**config.mk**
```make
export PLATFORM = sky130hd
export DESIGN_NAME = sar_conversion_sequencer
export DESIGN_NICKNAME = d
export VERILOG_FILES = /design/src/rtl/sar_seq_pkg.sv /design/src/rtl/tap_tree_decoder.sv /design/src/rtl/sar_conversion_sequencer.sv
export SDC_FILE = /design/constraint.sdc
export NUM_CORES = 1
export LEC_CHECK = 0
export BUFFER_PORTS_ARGS = -buffer_cell sky130_fd_sc_hd__buf_2
export CAP_MARGIN = 20
export CORE_AREA = 2 2 123 125
export DETAILED_ROUTE_END_ITERATION = 8
export DIE_AREA = 0 0 125 127
export GPL_ROUTABILITY_DRIVEN = 0
export PLACE_DENSITY = 0.68
export RECOVER_POWER = 50
export SYNTH_ARGS = -nofsm -noshare
export SYNTH_HDL_FRONTEND = slang
export SYNTH_SLANG_ARGS = --single-unit
```
**constraint.sdc**
```tcl
create_clock -name sys_clk -period 2.9 [get_ports sys_clk]
set_clock_uncertainty 0.05 [all_clocks]
set_input_delay 0.145 -clock sys_clk [delete_from_list [all_inputs] [get_ports sys_clk]]
set_output_delay 0.145 -clock sys_clk [all_outputs]
set_load 0.02 [all_outputs]
```
**src/rtl/sar_seq_pkg.sv**
```systemverilog
// Constants, types and timing for the successive-approximation sequencer.
// Assumes one 25 MHz clock; host pins arrive asynchronously and are synchronised.
// How it works
// Each conversion makes exactly eight trial comparisons to pick one of 256 ladder levels.
// A nine-stage one-hot pointer marks the bit under test and eight latches keep outcomes.
// Trials run from the top bit down, each first setting the tested bit and routing its tap.
// An input above the trial tap keeps the tested bit at one.
// An input below the trial tap clears the tested bit before the next lower trial.
// Only after the eighth comparison are the latches copied into the result register.
// The result register keeps the old value during a conversion and changes only at transfer.
// The tap decoder picks one of 256 taps from the current trial code.
// The input selector connects exactly one of 11 channels from the channel selection.
// Six inputs are also readable as discrete logic levels, with no guarantee of valid levels.
// The host port is eight bits wide and its drivers are released when not driving.
// A conversion spends 32 clocks acquiring, then finishes at 256 clocks and goes idle.
// A completion flag is set when a new result is stored and reading does not clear it.
// A start command during a conversion aborts it and begins a fresh acquisition.
// The device clears the start bit itself once it begins the conversion cycle.
// Reset returns the sequencer to idle with the pointer clear and the result untouched.
package sar_seq_pkg;

   // Conversion timing in clocks
   localparam int         ACQ_CLKS   = 32;
   localparam int         CONV_CLKS  = 256;
   localparam int         N_TRIALS   = 8;
   localparam int         TRIAL_CLKS = (CONV_CLKS - ACQ_CLKS) / N_TRIALS;
   localparam logic [7:0] ACQ_LAST   = 8'(ACQ_CLKS - 1);
   localparam logic [7:0] TRIAL_LAST = 8'(TRIAL_CLKS - 1);

   // Sizes
   localparam int N_TAPS     = 256;
   localparam int N_CHANNELS = 11;
   localparam int N_DISCRETE = 6;

   // Pointer codes: top stage marks acquisition, lower eight the bit under test
   localparam logic [8:0] PTR_CLEAR = 9'h000;
   localparam logic [8:0] PTR_ACQ   = 9'h100;
   localparam logic [8:0] PTR_MSB   = 9'h080;

   // Register select and field positions
   localparam logic RS_RESULTS   = 1'b0;
   localparam logic RS_CONTROL   = 1'b1;
   localparam int   START_BIT    = 0;
   localparam int   STATUS_BIT   = 7;
   localparam int   CHAN_LSB     = 0;
   localparam logic [3:0] CHAN_RESET = 4'h0;

   // Sequencer states
   typedef enum logic [1:0] {
      ST_IDLE = 2'b00,
      ST_ACQ  = 2'b01,
      ST_CONV = 2'b10
   } seq_state_e;

   // Host pins as sampled
   typedef struct packed {
      logic       cs_n;
      logic       rd;
      logic       rs;
      logic       stb;
      logic [7:0] data;
   } host_in_s;

endpackage

```
**src/rtl/tap_tree_decoder.sv**
```systemverilog
// One-hot selector from a binary code, used for ladder taps and input channels.
// Assumes the code is stable for the cycle it is read; output is combinational.
`timescale 1ns/1ps
module tap_tree_decoder #(
   parameter int SEL_W = 8,
   parameter int N     = 256
) (
   input  wire logic [SEL_W-1:0] sel,
   output wire logic [N-1:0]     onehot
);

   // Refuse more outputs than the code can address
   if (N > (2 ** SEL_W) || N < 1) begin : g_bad
      $error("tap_tree_decoder: N does not fit SEL_W");
   end

   // One compare per output line
   for (genvar i = 0; i < N; i++) begin : g_line
      assign onehot[i] = (sel == SEL_W'(i));
   end

endmodule

```
**src/rtl/sar_conversion_sequencer.sv**
```systemverilog
// Successive-approximation sequencer with host byte port and input selection.
// Assumes host pins, comparator and discrete inputs are asynchronous to sys_clk.
`timescale 1ns/1ps
module sar_conversion_sequencer
   import sar_seq_pkg::*;
(
   input  wire logic                  sys_clk,
   input  wire logic                  rst,
   input  wire host_in_s              host_in,
   output logic       [7:0]           host_data_out,
   output logic                       host_data_oe,
   input  wire logic                  comp_above,
   input  wire logic [N_DISCRETE-1:0] discrete_in,
   output wire logic [7:0]            trial_code,
   output wire logic [N_TAPS-1:0]     tap_sel,
   output wire logic [N_CHANNELS-1:0] chan_sel,
   output logic       [7:0]           result,
   output logic                       done_flag,
   output logic                       busy
);

   host_in_s                h1, h2, h3;
   logic                    comp1, comp_s;
   logic [N_DISCRETE-1:0]   disc1, disc_s;
   seq_state_e              state;
   logic [7:0]              cnt;
   logic [8:0]              ptr;
   logic [7:0]              latches;
   logic                    begin_conversion_bit;
   logic                    start_req;
   logic [3:0]              channel;
   logic                    byte_lsb;
   logic [7:0]              next_latches;
   logic [7:0]              next_byte;
   logic [3:0]              chan_index;
   logic                    stb_evt, wr_ctrl, wr_ms, wr_ls, decide, xfer;

   // Two-flop synchronisers; h3 only for strobe edge detect
   always_ff @(posedge sys_clk or posedge rst) begin
      if (rst) begin
         h1     <= '0;
         h2     <= '0;
         h3     <= '0;
         comp1  <= 1'b0;
         comp_s <= 1'b0;
         disc1  <= '0;
         disc_s <= '0;
      end else begin
         h1     <= host_in;
         h2     <= h1;
         h3     <= h2;
         comp1  <= comp_above;
         comp_s <= comp1;
         disc1  <= discrete_in;
         disc_s <= disc1;
      end
   end

   // Host byte decode
   assign stb_evt = h2.stb & ~h3.stb & ~h2.cs_n;
   assign wr_ctrl = stb_evt & ~h2.rd & (h2.rs == RS_CONTROL);
   assign wr_ms   = wr_ctrl & ~byte_lsb;
   assign wr_ls   = wr_ctrl & byte_lsb;

   // Byte counter: MS first, back to MS while deselected
   always_ff @(posedge sys_clk or posedge rst) begin
      if (rst) begin
         byte_lsb <= 1'b0;
      end else if (h2.cs_n) begin
         byte_lsb <= 1'b0;
      end else if (stb_evt) begin
         byte_lsb <= ~byte_lsb;
      end
   end

   // Control word: start request in MS byte, channel in LS byte
   always_ff @(posedge sys_clk or posedge rst) begin
      if (rst) begin
         start_req            <= 1'b0;
         channel              <= CHAN_RESET;
         begin_conversion_bit <= 1'b0;
      end else begin
         begin_conversion_bit <= 1'b0;
         if (wr_ms) begin
            start_req <= h2.data[START_BIT];
         end
         if (wr_ls) begin
            channel              <= h2.data[CHAN_LSB +: 4];
            begin_conversion_bit <= start_req;
            start_req            <= 1'b0;
         end
      end
   end

   // Sequencer decode
   assign decide       = (state == ST_CONV) && (cnt == TRIAL_LAST);
   assign xfer         = decide && ptr[0];
   assign next_latches = comp_s ? (latches | ptr[7:0]) : latches;   // see
   assign trial_code   = (state == ST_CONV) ? (latches | ptr[7:0]) : latches;

   // Sequencer: acquire, eight trials, transfer
   always_ff @(posedge sys_clk or posedge rst) begin
      if (rst) begin
         state   <= ST_IDLE;
         cnt     <= 8'h00;
         ptr     <= PTR_CLEAR;
         latches <= 8'h00;
      end else if (begin_conversion_bit) begin
         state   <= ST_ACQ;
         cnt     <= 8'h00;
         ptr     <= PTR_ACQ;
         latches <= 8'h00;
      end else begin
         case (state)
            ST_ACQ: begin
               cnt <= cnt + 8'h01;
               if (cnt == ACQ_LAST) begin
                  state <= ST_CONV;
                  cnt   <= 8'h00;
                  ptr   <= PTR_MSB;
               end
            end
            ST_CONV: begin
               cnt <= cnt + 8'h01;
               if (decide) begin
                  cnt     <= 8'h00;
                  latches <= next_latches;
                  ptr     <= ptr >> 1;
                  if (ptr[0]) begin
                     state <= ST_IDLE;
                  end
               end
            end
            ST_IDLE: begin
               cnt <= 8'h00;
               ptr <= PTR_CLEAR;
            end
            default: begin
               state <= ST_IDLE;
               cnt   <= 8'h00;
               ptr   <= PTR_CLEAR;
            end
         endcase
      end
   end

   // Result register, deliberately outside reset
   always_ff @(posedge sys_clk) begin
      if (xfer) begin
         result <= next_latches;
      end
   end

   // Completion flag; a new result wins over a clearing write
   always_ff @(posedge sys_clk or posedge rst) begin
      if (rst) begin
         done_flag <= 1'b0;
      end else if (xfer) begin
         done_flag <= 1'b1;
      end else if (wr_ls) begin
         done_flag <= 1'b0;
      end
   end

   // Read byte select: results word or discrete word
   always_comb begin
      next_byte = 8'h00;
      if (h2.rs == RS_RESULTS) begin
         next_byte = byte_lsb ? result : 8'(done_flag) << STATUS_BIT;
      end else begin
         next_byte = byte_lsb ? {channel[1:0], 6'h00}
                              : {disc_s, channel[3:2]};
      end
   end

   // Output drivers enabled only during a selected read
   always_ff @(posedge sys_clk or posedge rst) begin
      if (rst) begin
         host_data_out <= 8'h00;
         host_data_oe  <= 1'b0;
         busy          <= 1'b0;
      end else begin
         host_data_out <= next_byte;
         host_data_oe  <= ~h2.cs_n & h2.rd;
         busy          <= (state != ST_IDLE) | begin_conversion_bit;
      end
   end

   // Channel code to index: 0-5 direct, A-D to 7-10, others to 6
   assign chan_index = (channel <= 4'h5) ? channel :
                       (channel >= 4'hA && channel <= 4'hD) ? (channel - 4'h3) : 4'h6;

   // Ladder tap and channel selectors
   tap_tree_decoder #(.SEL_W(8), .N(N_TAPS)) u_tap (
      .sel    (trial_code),
      .onehot (tap_sel)
   );
   tap_tree_decoder #(.SEL_W(4), .N(N_CHANNELS)) u_chan (
      .sel    (chan_index),
      .onehot (chan_sel)
   );

   // Cycles since acquisition began, for checks only
   logic [8:0] conv_len;
   always_ff @(posedge sys_clk or posedge rst) begin
      if (rst) begin
         conv_len <= 9'h000;
      end else if (begin_conversion_bit) begin
         conv_len <= 9'h000;
      end else if (state != ST_IDLE) begin
         conv_len <= conv_len + 9'h001;
      end
   end

   // Checks
   a_acq_to_conv: assert property (@(posedge sys_clk) disable iff (rst)
      (state == ST_ACQ && cnt == ACQ_LAST && !begin_conversion_bit)
      |=> (state == ST_CONV && ptr == PTR_MSB))
      else $error("acquisition did not hand over to trials");
   a_conv_length: assert property (@(posedge sys_clk) disable iff (rst)
      xfer |-> conv_len == 9'd255)
      else $error("conversion length is not 256 clocks");
   a_msb_first: assert property (@(posedge sys_clk) disable iff (rst)
      (state == ST_CONV && ptr == PTR_MSB) |-> trial_code[7])
      else $error("top bit not set in first trial");
   a_keep_high: assert property (@(posedge sys_clk) disable iff (rst)
      (decide && comp_s && !begin_conversion_bit)
      |=> (latches & $past(ptr[7:0])) != 8'h00)
      else $error("tested bit dropped on high compare");
   a_clear_low: assert property (@(posedge sys_clk) disable iff (rst)
      (decide && !comp_s && !begin_conversion_bit)
      |=> (latches & $past(ptr[7:0])) == 8'h00)
      else $error("tested bit kept on low compare");
   a_result_hold: assert property (@(posedge sys_clk) disable iff (rst)
      (!xfer ##1 1'b1) |-> $stable(result))
      else $error("result changed outside transfer");
   a_ptr_onehot: assert property (@(posedge sys_clk) disable iff (rst)
      $onehot0(ptr) && ((state == ST_IDLE) == (ptr == PTR_CLEAR)))
      else $error("pointer not one-hot");
   a_tap_onehot: assert property (@(posedge sys_clk) disable iff (rst)
      $onehot(tap_sel) && tap_sel[trial_code])
      else $error("tap selection wrong");
   a_chan_onehot: assert property (@(posedge sys_clk) disable iff (rst)
      $onehot(chan_sel))
      else $error("channel selection not one-hot");
   a_start_clear: assert property (@(posedge sys_clk) disable iff (rst)
      begin_conversion_bit |=> (!begin_conversion_bit && state == ST_ACQ && cnt == 8'h00))
      else $error("start bit not cleared or acquisition not begun");
   a_status_set: assert property (@(posedge sys_clk) disable iff (rst)
      xfer |=> done_flag [*2])
      else $error("completion flag not held");
   a_oe_release: assert property (@(posedge sys_clk) disable iff (rst)
      h2.cs_n |=> !host_data_oe)
      else $error("drivers enabled while deselected");

   c_full_conv: cover property (@(posedge sys_clk) disable iff (rst) xfer);
   c_abort: cover property (@(posedge sys_clk) disable iff (rst)
      (state == ST_CONV) && begin_conversion_bit);
   c_status_read: cover property (@(posedge sys_clk) disable iff (rst)
      done_flag && host_data_oe && byte_lsb);

endmodule

```
==> impl_results.md, run 1 <==
* Vias at 5666
* Drt pass-1 iters at 4
* Req. time, crit path at ~2.7 ns
* Leakage power at around 0.0037 µW
* Post-synth ARST share at 90.5%
* Crit. End Element: output pin
* Post-CTS Setup Bufs at 0
* Max-cap check violation count at 0
* Cts bufs inserted at 9
* Crit-path max FO at 19
* Port Buf Inserts at 310
* Status: completed
* Cell with the most instances after synthesis: nor2_1
* Worst slew pin tran at ~1.1 ns
* Clk Latency, worst-skew pair at 0.34 ns
* Final Net Count at 1007
* R2r worst-path depth at 4
* Psw at 624 µW
* Worst reg2reg startpoint: cnt[5]$_DFF_PP0_
* Syn_area_per_cell at roughly 7.3 µm²
* CORE AREA at roughly 14000 µm²
* Cell Count Post-Placement at around 1100
* Register area at ~2100 µm²
* Post-synthesis compound-gate area fraction at under 10%
* N_diodes at 0
* Layout Cells excl Fill at between 1000 and 1500
* Crit Path Class: reg -> out
* Die height at 127 µm
* Hold crit path type: reg -> reg
* ANT nets after route at 0
* Hold Path Sink: disc_s[2]$_DFF_PP0_
* I/O Pins at between 300 and 400
* WHS Path Cells at 0
* Switch share at a little under a quarter
* Share of layout cells above drive strength 1 at 34.7%
* Minimum clock period at ~2.7 ns
* Top cells by area, synth: dfrtp_1 (40%), nor2_1 (23%), edfxtp_1 (5.1%)
* Fill count at 1456
* YS warnings at 0
* Ys flop type: dfrtp_1
* CTS clk-pin slew, worst paths at 0.07 ns
* Synthesized area at roughly 4700 µm²
* Top cells by count, synth: nor2_1 (292), dfrtp_1 (76), nand2_1 (58)
* WL/cell at roughly 17 µm
* Relative slew margins at between 20 and 30%
* Distinct cells, synth at 38
* RSZ-0062 raised after global routing: yes
* Crit path cell chain: inv_1 -> ha_2 -> a21oi_1 -> inv_1 -> nor2_1 -> buf_4 -> nand2_1 -> buf_4 -> nor2_1 -> buf_2
* Initial drt markers at between 300 and 400
* Post-Syn Instances at 650
* Area growth, synth to finish at 47.9%
* Bufs on Longest Clock Path at 2
* Post-detail-place hpwl at 14500 µm
* Synth Area in Adders at 2.37%
* Pin count of the biggest net entering global routing at 32
* Maximum VDD drop at roughly 0.00035 V
* Die X at 125 µm
* CP max stage cell: dfrtp_1
* Met2 usage in global routing at between 30% and 40%
* Startpoint types: flop
* Syn_nets at 680
* CP peak stage delay at between 0.3 and 0.4 ns
* Gr busiest metal: met2
* Gr ovfl total at 0
* Number of global-route vias before repair at approximately 5100
* CTS tree: yes
* Multi-input logic area at around 2400 µm²
* Htree depth at 3
* Vias/cell at between 4 and 5
* Top cell type's share of synthesized area at roughly two fifths
* Fmax at approximately 0.37 GHz
* M1 GR Usage at between 30% and 40%
* Sequential area share after synthesis at roughly 45%
* Hold Fails Final Rpt at 0
* Post-Synth XOR/XNOR Area at between 1 and 1.5%
* Initial antenna violation count at 0
* Hold Startpoint: disc1[2]$_DFF_PP0_
* CTS sink cnt at 84
* Clock network fraction of design power at 42.6%
* Initial Util at 32.9%
* Flop pwr share at between 40% and 50%
* First-pass GRT wire length at about 30000 µm
* Register bit count reported by yosys at 84
* Final WL at slightly below 20000 µm
* Power Dens Cells at 371 nW/µm²
* Simple-gate share of the synthesized area at approximately a third
* Clk root buf: clkbuf_16
* Worst reg-to-reg setup slack at 0.40 ns
* Arr. time, crit path at between 2 and 3 ns
* Drc violations at 0
* Total power at between 2000 and 3000 µW
* M3 GR Usage at 2.68%
* Dominant cell type by area after synthesis: dfrtp_1
* Reg2reg end: cnt[7]$_DFF_PP0_
* Final setup viols at 0
* EDFF count, synth at 8
* Combinational power share at between 8 and 9%
* DIE AREA at 15900 µm²
* Cell Rows at 44
* Post-synthesis mux area share at between 1.5 and 2%
* Pint at around 2000 µW
* Count of pins over their slew limit at 0
* Global Route Usage Sum at around a quarter
* Final critical-path share of the clock period at a little over nine tenths
* Main combinational cell family by area after synthesis: simple AND/OR/NAND/NOR gates
-- power by group through the flow --
stage | clock, µW | sequential [µW] | combinational, µW
after floorplan | 0 | 1280 | 155
after global placement | 0 | 1290 | 213
after detailed placement | 0 | 1290 | 216
after CTS | 1130 | 1270 | 233
after global routing | 1190 | 1280 | 255
final | 1110 | 1270 | 226
-- worst max-delay path, delay by kind of cell (launching register included) --
| family | cells | cell delay, ns |
|---|---|---|
| DFF | 1 | 0.36 |
| AOI/OAI and AO/OA | 1 | 0.33 |
| and+or+nand+nor | 3 | 0.44 |
| buffers and inverters | 5 | 0.76 |
| adders and majority gates | 1 | 0.30 |
-- area by class of cell --
cell class / instances / share of cell area [%]
clock buffers: 12 / 3.81
clock inverters: 4 / 0.445
inverters: 23 / 1.23
flip-flops and latches: 84 / 30.5
repair buffers: 362 / 27.3
well taps: 184 / 3.28
multi-input cells: 497 / 33.5
-- logic make-up after synthesis --
group	after synthesis
xor+xnor	7
fa+ha+maj	9
compound gates	70
flops	84
buf+inv	69
simple gates	404
mux	7
-- timing repair --
action,CTS,global route
setup endpoints to repair,33,66
resized for setup,1,6
hold buffers,16,0
endpoints found under the hold margin,41,0
-- worst max-delay path by stage --
stage	from	end	slack (ns)
after CTS	state[0]$_DFFE_PP0P_	tap_sel[74]	0.15
after detailed placement	state[0]$_DFFE_PP0P_	tap_sel[240]	0.31
after global placement	state[0]$_DFFE_PP0P_	tap_sel[243]	0.37
after floorplan	state[0]$_DFFE_PP0P_	result[0]$_DFFE_PP_	0.54
after global routing	state[0]$_DFFE_PP0P_	tap_sel[110]	-0.01
final	state[0]$_DFFE_PP0P_	tap_sel[110]	0.16
-- flip-flops by register name, summed over array words and instances (netlist names), 2 cells and up --
| name | cells |
|---|---|
| host_data_out | 8 |
| latches | 8 |
| state | 2 |
| disc1 | 6 |
| disc_s | 6 |
| h2 | 8 |
| ptr | 9 |
| cnt | 8 |
| result | 8 |
| channel | 4 |
| h1 | 8 |
-- stage by stage --
stage          hold slack, ns  setup WS, ns  setup TNS [ns]  instance area [µm²]  utilization (%)
2_1_floorplan           0.126         0.542               0                 4750                -
3_3_place_gp            0.184         0.368               0                 6620             45.9
3_5_place_dp            0.190         0.313               0                 6620             45.9
4_1_cts                 0.298         0.153               0                 7080             49.1
5_1_grt                 0.297       -0.0126         -0.0529                 7020             48.7
6_report                0.297         0.162               0                 7020             48.7
-- layout by cell type, fill, tap and decap left out, drive strengths merged, types with 3 or more instances in the layout --
cell         count
a21o             7
a21oi           25
a22o             7
and2             3
and3             5
buf            291
clkbuf          67
clkinv           3
dfrtp           76
dlygate4sd3     16
edfxtp           8
ha               9
inv             24
mux2             5
nand2           58
nand2b          11
nand3            4
nand4           11
nor2           292
nor2b            6
nor3             7
o21ai           23
xnor2            3
xor2             4
-- metal layers --
| metal | routed length [µm] | part of all wire, % | vias to the layer above |
|---|---|---|---|
| met5 | 0 | 0 | - |
| met3 | 1350 | 6.8 | 41 |
| met4 | 709 | 3.6 | 0 |
| met1 | 8240 | 41 | 2633 |
| li1 | - | - | 2708 |
| met2 | 9570 | 48 | 284 |
No activity file was read; power rests on OpenSTA's default activity.
==> inputs of run 2 (changes only) <==
- CORE_AREA: 2 2 123 125 -> 2 2 122 124
- DIE_AREA: 0 0 125 127 -> 0 0 124 126
- PLACE_DENSITY: 0.68 -> 0.71
- clock period: 2.9 -> 2.21 ns (I/O delays scaled with it)
==> impl_results.md, run 2 (synthesis gave the netlist of run 1 again) <==
* CTS tree: yes
* Crit-path max FO at 11 (-8)
* Post-detail-place hpwl at 14300 µm (-1.3%)
* ANT nets after route at 0 (unchanged)
* Count of pins over their slew limit at 0 (unchanged)
* Minimum clock period at 2.36 ns
* Gr ovfl total at 0 (unchanged)
* Worst reg2reg startpoint: cnt[5]$_DFF_PP0_
* CP peak stage delay at 0.40 ns (+0.04 ns)
* Worst setup startpoint: state[0]$_DFFE_PP0P_
* Die height at 126 µm (-0.79%)
* Relative slew margins at 38.4% (+10 points)
* Fmax at between 0.4 and 0.5 GHz
* Total power at 3390 µW (+30%)
* M1 GR Usage at 33.8% (+2.1 points)
* Number of global-route vias before repair at 5505 (+9.0%)
* Worst slew pin tran at 0.924 ns (-0.157 ns)
* Global Route Usage Sum at 25.2% (+1.6 points)
* Initial drt markers at 541 (+39%)
* Cts bufs inserted at 9 (unchanged)
* Fin area at 9920 µm² (+41%)
* Area growth, synth to finish at 109%
* Vias/cell at 5.29 (+8.9%)
* Port Buf Inserts at 310 (unchanged)
* Cell Count Post-Placement at 1165 (+2.7%)
* Max reg flops at 9 (unchanged)
* Largest delay share family, worst path: buffers and inverters
* TNS Setup at -12.47 ns (-12.47 ns)
* Final critical-path share of the clock period at 107%
* Met2 usage in global routing at 41.9% (+2.6 points)
* CTS sink cnt at 84 (unchanged)
* Gr busiest metal: met2
* Die X at 124 µm (-0.80%)
* Most frequent cells in the layout: buf_4 (181), nor2_1 (173), buf_6 (103)
* I/O Pins at 315 (unchanged)
* Worst path buffer plus inverter count at 5 (unchanged)
* Drt pass-1 iters at 5 (+1)
* Final setup viols at 218 (+218)
* Power Dens Cells at 342 nW/µm² (-7.8%)
* Max-cap check violation count at 0 (unchanged)
* M3 GR Usage at 4.71% (+2.0 points)
* Arr. time, crit path at 2.20 ns (-0.34 ns)
* Hold Fails Final Rpt at 0 (unchanged)
* Clk root buf: clkbuf_16
* Area after DPL at 7150 µm² (+8.1%)
* Bufs on Longest Clock Path at 2 (unchanged)
* Startpoint types: flop
* First-pass GRT wire length at 30100 µm (+3.2%)
* Drc violations at 0 (unchanged)
* Failing checks: setup timing
* Final worst setup slack at -0.146 ns (-0.308 ns)
* Crit Path Class: reg -> out
* Crit. End Element: output pin
* Maximum VDD drop at 0.000370 V (+7.1%)
* Req. time, crit path at 2.05 ns (-0.66 ns)
* Pin count of the biggest net entering global routing at 45 (+41%)
* RSZ-0062 raised after global routing: yes
* DIE AREA at 15600 µm² (-1.6%)
* Final Net Count at 1071 (+6.4%)
* Leakage power at 0.00454 µW (+22%)
* Most flops, register: ptr
* CTS clk-pin slew, worst paths at 0.06 ns (about the same)
* Htree depth at 3 (unchanged)
* CP max stage cell: dfrtp_1
* Hold crit path type: reg -> reg
* CP most frequent cell: buf_4
* Vias at 6507 (+15%)
* Initial antenna violation count at 0 (unchanged)
* Initial Util at 33.2% (+0.25 points)
* Most common cell after layout, fill and taps aside: buf_4
* WL/cell at 19.7 µm (+15%)
* Hold Startpoint: h1[1]$_DFF_PP0_
* N_diodes at 0 (unchanged)
* Clk Latency, worst-skew pair at 0.34 ns (about the same)
* Cell Rows at 44 (unchanged)
* Crit path cell chain: inv_2 -> ha_4 -> buf_8 -> a21oi_4 -> buf_4 -> nor2_4 -> nand2_4 -> buf_12 -> nor2_1 -> buf_4
* Share of layout cells above drive strength 1 at 57.4% (+23 points)
* Status: finished with violations
* Layout Cells excl Fill at 1230 (+5.5%)
* CORE AREA at 14300 µm² (-0.76%)
* Final WL at 24200 µm (+22%)
-- run 2: cell count changes in the layout (fill, tap and decap cells not counted), sizes merged --
cell / before / now
buf: 291 / 401
clkbuf: 67 / 18
clkinv: 3 / 1
clkinvlp: 0 / 1
inv: 24 / 28
-- run 2: layout make-up --
type                            instances  area (µm²)
Clock buffer                            9         225
Clock inverter                          7        53.8
Fill cell                             990        4390
Inverter                               23        86.3
Multi-Input combinational cell        497        3280
Sequential cell                        84        2140
Tap cell                              184         230
Timing Repair Buffer                  426        3900
-- run 2: per-stage QoR --
| step | hold slack [ns] | utilization (%) | setup WS (ns) |
|---|---|---|---|
| detailed placement | 0.0710 | 50.0 | -0.0528 |
| CTS | 0.259 | 57.4 | -0.0219 |
| global placement | 0.0702 | 50.0 | 0.0378 |
| floorplan | 0.0919 | - | 0.0128 |
| finish | 0.297 | 69.3 | -0.146 |
| global route | 0.303 | 69.3 | -0.234 |
-- run 2: timing repair --
item	4_1_cts	5_1_grt
gates resized for setup	166	457
setup buffers	16	8
pin swaps	7	40
gates cloned	3	6
setup endpoints to repair	267	265
hold buffers	16	0
hold endpoints to repair	30	0
-- run 2: where the power goes --
part           switching, µW  leakage (µW)  internal, µW
combinational            200       0.00337           146
clock                    618      0.000138           775
sequential              39.3       0.00103          1620
-- run 2: metal layers --
| layer | vias to the layer above | share of wire (%) | wire (µm) |
|---|---|---|---|
| met5 | - | 0 | 0 |
| li1 | 2852 | - | - |
| met2 | 438 | 48 | 11700 |
| met4 | 0 | 3.8 | 915 |
| met3 | 88 | 8.4 | 2030 |
| met1 | 3129 | 39 | 9540 |
-- run 2: final timing paths --
kind                                               end  slack [ns]  depth (start not counted)
worst max-delay path                      tap_sel[202]       -0.15                         10
worst min-delay path                   h2[1]$_DFF_PP0_        0.30                          0
worst min register to register         h2[1]$_DFF_PP0_        0.30                          0
max in group asynchronous       channel[1]$_DFFE_PP0P_        0.36                          4
worst max register to register      ptr[4]$_DFFE_PP0P_        0.10                          4
min in group asynchronous              comp1$_DFF_PP0_        0.35                          3
